<file path="config.mk">
export PLATFORM = sky130hd
export DESIGN_NAME = fpe_mode_entry
export DESIGN_NICKNAME = d
export VERILOG_FILES = /design/src/core/fpe_pkg.sv /design/src/core/fpe_mode_entry.sv
export VERILOG_INCLUDE_DIRS = /design/src /design/src/core
export SDC_FILE = /design/constraint.sdc
export NUM_CORES = 1
export LEC_CHECK = 0
export BUFFER_PORTS_ARGS = -buffer_cell sky130_fd_sc_hd__buf_2
export CAP_MARGIN = 40
export CORE_MARGIN = 10
export CORE_UTILIZATION = 34
export DETAILED_ROUTE_END_ITERATION = 6
export PLACE_DENSITY_LB_ADDON = 0.1
export SYNTH_ARGS = -nofsm -noshare
export SYNTH_HDL_FRONTEND = slang
export SYNTH_SLANG_ARGS = --single-unit
</file>
<file path="constraint.sdc">
create_clock -name clk -period 6.3 [get_ports clk]
set_clock_uncertainty 0.2 [all_clocks]
set_input_delay 0.315 -clock clk [delete_from_list [all_inputs] [get_ports clk]]
set_output_delay 0.315 -clock clk [all_outputs]
set_load 0.02 [all_outputs]
</file>
<file path="src/core/fpe_defines.svh">
// timing and baud constants for the flash programming mode entry block
`ifndef FPE_DEFINES_SVH
`define FPE_DEFINES_SVH

`define FPE_CLK_HZ      100000000
`define FPE_SETUP_US    10
`define FPE_HOLD_MS     1
`define FPE_INIT_MS     100
`define FPE_BAUD        115200
`define FPE_CNT_W       24
`define FPE_BIT_W       10
// setup time rounds up, hold and init times round down
// clock scaled to kHz first so no product leaves 32-bit arithmetic
`define FPE_SETUP_CYC   ((`FPE_SETUP_US * (`FPE_CLK_HZ / 1000) + 999) / 1000)
`define FPE_HOLD_CYC    (`FPE_HOLD_MS * (`FPE_CLK_HZ / 1000))
`define FPE_INIT_CYC    (`FPE_INIT_MS * (`FPE_CLK_HZ / 1000))
`define FPE_BIT_CYC     (`FPE_CLK_HZ / `FPE_BAUD)
`define FPE_HALF_CYC    (`FPE_BIT_CYC / 2)
`define FPE_STOP_IDX    4'h9

`endif

</file>
<file path="src/core/fpe_pkg.sv">
// types of the flash programming mode entry block
package fpe_pkg;

  typedef enum logic [2:0] {
    S_POR_WAIT,
    S_EXT_RESET,
    S_HOLD_LOW,
    S_WAIT_HIGH,
    S_RX_INIT,
    S_PROG,
    S_NORMAL,
    S_FAIL
  } fpe_state_t;

  typedef struct packed {
    logic prog_mode;
    logic normal_run;
    logic entry_error;
  } fpe_status_t;

endpackage

</file>
<file path="src/core/fpe_mode_entry.sv">
// mode entry decision and initial-setting receiver on the tool pin
//
// Contract
// - The selectable power-on reset is released before the external reset; an entry under it is not valid.
// - The initial-setting exchange completes no later than 100 ms after external reset release.
// - The tool pin serial link runs only at 115,200 bit/s.
// - Programming mode counts as entered only after the initial exchange has been received.
`timescale 1ns/1ps
`default_nettype none
`include "fpe_defines.svh"

module fpe_mode_entry #(
  parameter logic [`FPE_CNT_W-1:0] HOLD_CYC = `FPE_CNT_W'(`FPE_HOLD_CYC),
  parameter logic [`FPE_CNT_W-1:0] INIT_CYC = `FPE_CNT_W'(`FPE_INIT_CYC)
) (
  input  wire logic          clk,
  input  wire logic          nrst,
  input  wire logic          selectable_power_on_reset,
  input  wire logic          ext_reset_n,
  input  wire logic          program_tool_pin,
  output var  fpe_pkg::fpe_status_t status,
  output logic [7:0]         init_byte
);

  localparam logic [`FPE_CNT_W-1:0] SETUP_CYC = `FPE_CNT_W'(`FPE_SETUP_CYC);
  localparam logic [`FPE_BIT_W-1:0] BIT_CYC   = `FPE_BIT_W'(`FPE_BIT_CYC);
  localparam logic [`FPE_BIT_W-1:0] HALF_CYC  = `FPE_BIT_W'(`FPE_HALF_CYC);

  // ----------------------------------------
  // pin synchronisers
  // ----------------------------------------
  logic por_s1, por_s2;
  logic ext_s1, ext_s2;
  logic tool_s1, tool_s2, tool_q;

  always_ff @(posedge clk) begin
    if (!nrst) begin
      por_s1  <= 1'h1;
      por_s2  <= 1'h1;
      ext_s1  <= 1'h0;
      ext_s2  <= 1'h0;
      tool_s1 <= 1'h1;
      tool_s2 <= 1'h1;
      tool_q  <= 1'h1;
    end else begin
      por_s1  <= selectable_power_on_reset;
      por_s2  <= por_s1;
      ext_s1  <= ext_reset_n;
      ext_s2  <= ext_s1;
      tool_s1 <= program_tool_pin;
      tool_s2 <= tool_s1;
      tool_q  <= tool_s2;
    end
  end

  // ----------------------------------------
  // entry sequencer
  // ----------------------------------------
  fpe_pkg::fpe_state_t  state, next_state;
  logic [`FPE_CNT_W-1:0] setup_cnt, next_setup_cnt;
  logic [`FPE_CNT_W-1:0] time_cnt, next_time_cnt;
  fpe_pkg::fpe_status_t next_status;
  logic                  rx_done;

  function automatic logic [`FPE_CNT_W-1:0] sat_inc(input logic [`FPE_CNT_W-1:0] v);
    sat_inc = (v == {`FPE_CNT_W{1'h1}}) ? v : v + `FPE_CNT_W'(1);
  endfunction

  always_comb begin
    next_state     = state;
    next_setup_cnt = setup_cnt;
    next_time_cnt  = time_cnt;
    unique case (state)
      fpe_pkg::S_POR_WAIT: begin
        next_setup_cnt = '0;
        if (!ext_s2) begin
          next_state = fpe_pkg::S_EXT_RESET;
        end else begin
          next_state = fpe_pkg::S_NORMAL;
        end
      end
      fpe_pkg::S_EXT_RESET: begin
        next_setup_cnt = tool_s2 ? '0 : sat_inc(setup_cnt);
        next_time_cnt  = '0;
        if (ext_s2) begin
          if (!tool_s2 && setup_cnt >= SETUP_CYC) begin
            next_state = fpe_pkg::S_HOLD_LOW;
          end else begin
            next_state = fpe_pkg::S_NORMAL;
          end
        end
      end
      fpe_pkg::S_HOLD_LOW: begin
        next_time_cnt = sat_inc(time_cnt);
        if (tool_s2 && time_cnt < HOLD_CYC) begin
          next_state = fpe_pkg::S_FAIL;
        end else if (time_cnt >= HOLD_CYC) begin
          next_state = fpe_pkg::S_WAIT_HIGH;
        end
      end
      fpe_pkg::S_WAIT_HIGH: begin
        next_time_cnt = sat_inc(time_cnt);
        if (time_cnt >= INIT_CYC) begin
          next_state = fpe_pkg::S_FAIL;
        end else if (tool_s2) begin
          next_state = fpe_pkg::S_RX_INIT;
        end
      end
      fpe_pkg::S_RX_INIT: begin
        next_time_cnt = sat_inc(time_cnt);
        if (rx_done) begin
          next_state = fpe_pkg::S_PROG;
        end else if (time_cnt >= INIT_CYC) begin
          next_state = fpe_pkg::S_FAIL;
        end
      end
      fpe_pkg::S_PROG, fpe_pkg::S_NORMAL, fpe_pkg::S_FAIL: begin
        next_state = state;
      end
    endcase
    // power-on reset and external reset override every state
    if (por_s2) begin
      next_state = fpe_pkg::S_POR_WAIT;
    end else if (!ext_s2 && state != fpe_pkg::S_POR_WAIT && state != fpe_pkg::S_EXT_RESET) begin
      next_state     = fpe_pkg::S_EXT_RESET;
      next_setup_cnt = '0;
    end
    next_status.prog_mode   = (next_state == fpe_pkg::S_PROG);
    next_status.normal_run  = (next_state == fpe_pkg::S_NORMAL);
    next_status.entry_error = (next_state == fpe_pkg::S_FAIL);
  end

  always_ff @(posedge clk) begin
    if (!nrst) begin
      state     <= fpe_pkg::S_POR_WAIT;
      setup_cnt <= '0;
      time_cnt  <= '0;
      status    <= '0;
    end else begin
      state     <= next_state;
      setup_cnt <= next_setup_cnt;
      time_cnt  <= next_time_cnt;
      status    <= next_status;
    end
  end

  // ----------------------------------------
  // initial-setting receiver, 8n1 on the tool pin
  // ----------------------------------------
  logic                  rx_busy, next_rx_busy;
  logic [`FPE_BIT_W-1:0] bit_timer, next_bit_timer;
  logic [3:0]            bit_idx, next_bit_idx;
  logic [7:0]            shift, next_shift;
  logic                  next_rx_done;
  logic [7:0]            next_init_byte;

  always_comb begin
    next_rx_busy   = rx_busy;
    next_bit_timer = bit_timer;
    next_bit_idx   = bit_idx;
    next_shift     = shift;
    next_rx_done   = 1'h0;
    next_init_byte = init_byte;
    if (state != fpe_pkg::S_RX_INIT) begin
      next_rx_busy = 1'h0;
    end else if (!rx_busy) begin
      if (tool_q && !tool_s2) begin
        next_rx_busy   = 1'h1;
        next_bit_timer = HALF_CYC;
        next_bit_idx   = 4'h0;
      end
    end else if (bit_timer != '0) begin
      next_bit_timer = bit_timer - `FPE_BIT_W'(1);
    end else begin
      next_bit_timer = BIT_CYC - `FPE_BIT_W'(1);
      next_bit_idx   = bit_idx + 4'h1;
      if (bit_idx == 4'h0) begin
        next_rx_busy = !tool_s2;
      end else if (bit_idx == `FPE_STOP_IDX) begin
        next_rx_busy   = 1'h0;
        next_rx_done   = tool_s2;
        next_init_byte = tool_s2 ? shift : init_byte;
      end else begin
        next_shift = {tool_s2, shift[7:1]};
      end
    end
  end

  always_ff @(posedge clk) begin
    if (!nrst) begin
      rx_busy   <= 1'h0;
      bit_timer <= '0;
      bit_idx   <= 4'h0;
      shift     <= 8'h00;
      rx_done   <= 1'h0;
      init_byte <= 8'h00;
    end else begin
      rx_busy   <= next_rx_busy;
      bit_timer <= next_bit_timer;
      bit_idx   <= next_bit_idx;
      shift     <= next_shift;
      rx_done   <= next_rx_done;
      init_byte <= next_init_byte;
    end
  end
endmodule

`default_nettype wire

</file>
==> results_dict.tcl <==
set metrics [dict create \
    status "finished clean" \
    finalSetupTns_ns 0 \
    via_per_inst 5.41 \
    maxSlewViolCount 0 \
    synth-seq-cells 93 \
    cts_hold_buf 3 \
    grt-ovfl-total 0 \
    clk_latency_ns 0.35 \
    grt_pass1_wl_um 18200 \
    cts_inserted_buffers 9 \
    holdCritPathClass "flop to flop" \
    grt_pass1_vias 3633 \
    synthCells 558 \
    r2r_setup_slack_ns 3.30 \
    dieArea_sq_mm 0.0190 \
    io_buffers 15 \
    drtAntennaViolNets 0 \
    drt_first_pass_iters 5 \
    tightest_slew_ns 0.779 \
    ys_top_cells_by_area "dfxtp_1 39%, o21ai_0 4.1%, mux2i_1 3.8%" \
    synth-seq-area-share_pct 39.4 \
    post-route-period-util_pct 47.6 \
    yosys.area.top_type "dfxtp_1" \
    fin_hold_ws_ns 0.212 \
    layout-drive-gt1-share_pct 8.95 \
    arrival_ns 3.01 \
    cpMaxStageDelayCell "o31ai_1" \
    post-synth-top-area-fraction_pct 39.4 \
    ios 16 \
    cp_cell_sequence "nor2_1 -> o31ai_1 -> nor2_1 -> nor2_1 -> nor3_1" \
    async_flop_share_pct 0 \
    drv_cap 0 \
    fin_ws_ns 3.30 \
    clockBufferDepth 2 \
    hpwl_um 7660 \
    rows 42 \
    postSynthAreaPerCell_sq_um 8.46 \
    postRouteWirelength_um 11000 \
    critPathKind "flop to flop" \
    fp.coreArea_sq_mm 0.0134 \
    synth_edf_count 0 \
    routedWlPerCell_um 14.7 \
    p_leak_nw 1.68 \
    max_freq_mhz 334 \
    rsz0062_at_grt "false" \
    ys_warn_count 0 \
    crit_family "simple AND/OR/NAND/NOR gates" \
    cts_setup_buffers 0 \
    die_h_um 138 \
    setup_viol 0 \
    drt_iter0_drc 245 \
    critPathRequiredTime_ns 6.31 \
    syn_to_final_growth_pct 10.8 \
    synth_cell_type_count 63 \
    synth_ff_type "dfxtp_1" \
    pre_cts_slack_ns 3.19 \
    dieWidth_um 138 \
    start_util_pct 35.2 \
    slowest_delay_ns 0.70 \
    start_kind "flop" \
    drc 0 \
    crit_path_max_fanout 16 \
    path_common_cell "nor2_1" \
    cts_sinks 93 \
    cts.repair.resized 0 \
    power.total_mw 1.16 \
    clockRootBuffer "clkbuf_16" \
    power_density_mw_per_mm2 222 \
    vias 4035 \
    synth_nets 571 \
    finalHoldViolations 0 \
    syn_area_sq_mm 0.00472 \
    antenna_found_initial 0 \
    clk_pin_slew_ns 0.07 \
    post-route-min-period_ns 3.00 \
    worstSetupEndpointType "flop" \
    layout_commonest_cell "dfxtp_1" \
    grt_max_degree 47 \
    track_usage_pct 11.8 \
    maxSlewHeadroom_pct 47.6 \
    cts.htree.levels 3 \
    layout.nets 578 \
    cts_tree "yes" \
    crit_buf_inv 0 \
    layout_common_cells "93 x dfxtp_1, 47 x nor2_1, 46 x nand2_1" \
    ir_drop_mv 0.183 \
    gp_congestion 0.852 \
    diodes 0 \
]
-- layer usage --
layer	global-route usage, %	part of all wire, %
met3	3.86	5.0
met1	16.0	50
met2	17.7	44
met4	2.95	0.91
met5	0	0
-- stage by stage --
stage,utilization [%],area [sq um],std cells
after floorplan,-,4720,558
after global placement,36.5,4890,726
after detailed placement,36.5,4890,726
after CTS,39.0,5220,745
after global routing,39.0,5230,746
final,39.0,5230,746
-- layout make-up --
cell class / instances / area, sq um
multi-input combinational: 424 / 2660
sequential: 93 / 1860
clock inverter: 7 / 80.1
inverter: 18 / 67.6
clock buffer: 9 / 225
fill: 1389 / 8170
timing repair buffer: 19 / 113
tap: 176 / 220
-- worst paths after layout --
| check | startpoint | end | cells past startpoint |
|---|---|---|---|
| setup / recovery | state[1] | setup_cnt[7] | 5 |
| hold / removal | tool_s1 | tool_s2 | 1 |
| setup reg to reg | state[1] | setup_cnt[7] | 5 |
| hold reg to reg | tool_s1 | tool_s2 | 1 |
-- where the power goes --
group / internal, mW / switching [mW]
logic: 0.00952 / 0.0153
registers: 0.590 / 0.00280
clock network: 0.282 / 0.260
total: 0.881 / 0.279
-- registers in the layout, summed over array words and instances, names as in the netlist --
| signal | flops |
|---|---|
| state | 3 |
| shift | 8 |
| rx_busy | 1 |
| setup_cnt | 24 |
| bit_timer | 10 |
| por_s1 | 1 |
| init_byte | 8 |
| tool_s1 | 1 |
| time_cnt | 24 |
| ext_s1 | 1 |
| status | 3 |
| ext_s2 | 1 |
| tool_s2 | 1 |
| rx_done | 1 |
| por_s2 | 1 |
| tool_q | 1 |
| bit_idx | 4 |
-- cells by family (layout without fill, tap and decap cells) --
family / Yosys count / count (layout) / share of synthesized area (%)
buffers and inverters: 41 / 53 / 4.16
flip-flops: 93 / 93 / 39.4
AO/OA/AOI/OAI: 129 / 129 / 17.9
AND/OR/NAND/NOR: 253 / 253 / 29.6
XOR/XNOR: 16 / 16 / 2.97
adder cells (fa/ha/maj): 8 / 8 / 2.12
multiplexers: 18 / 18 / 3.82
-- synthesized netlist by cell type (14+ instances only) --
cell type	n
dfxtp_1	93
nor3_1	17
mux2i_1	18
nor2b_1	23
nand4_1	14
clkbuf_1	14
inv_1	18
or3_1	15
nand3_1	23
nand2_1	46
o21ai_0	39
nor2_1	47
a21oi_1	31
No activity file was read; power rests on OpenSTA's default activity.
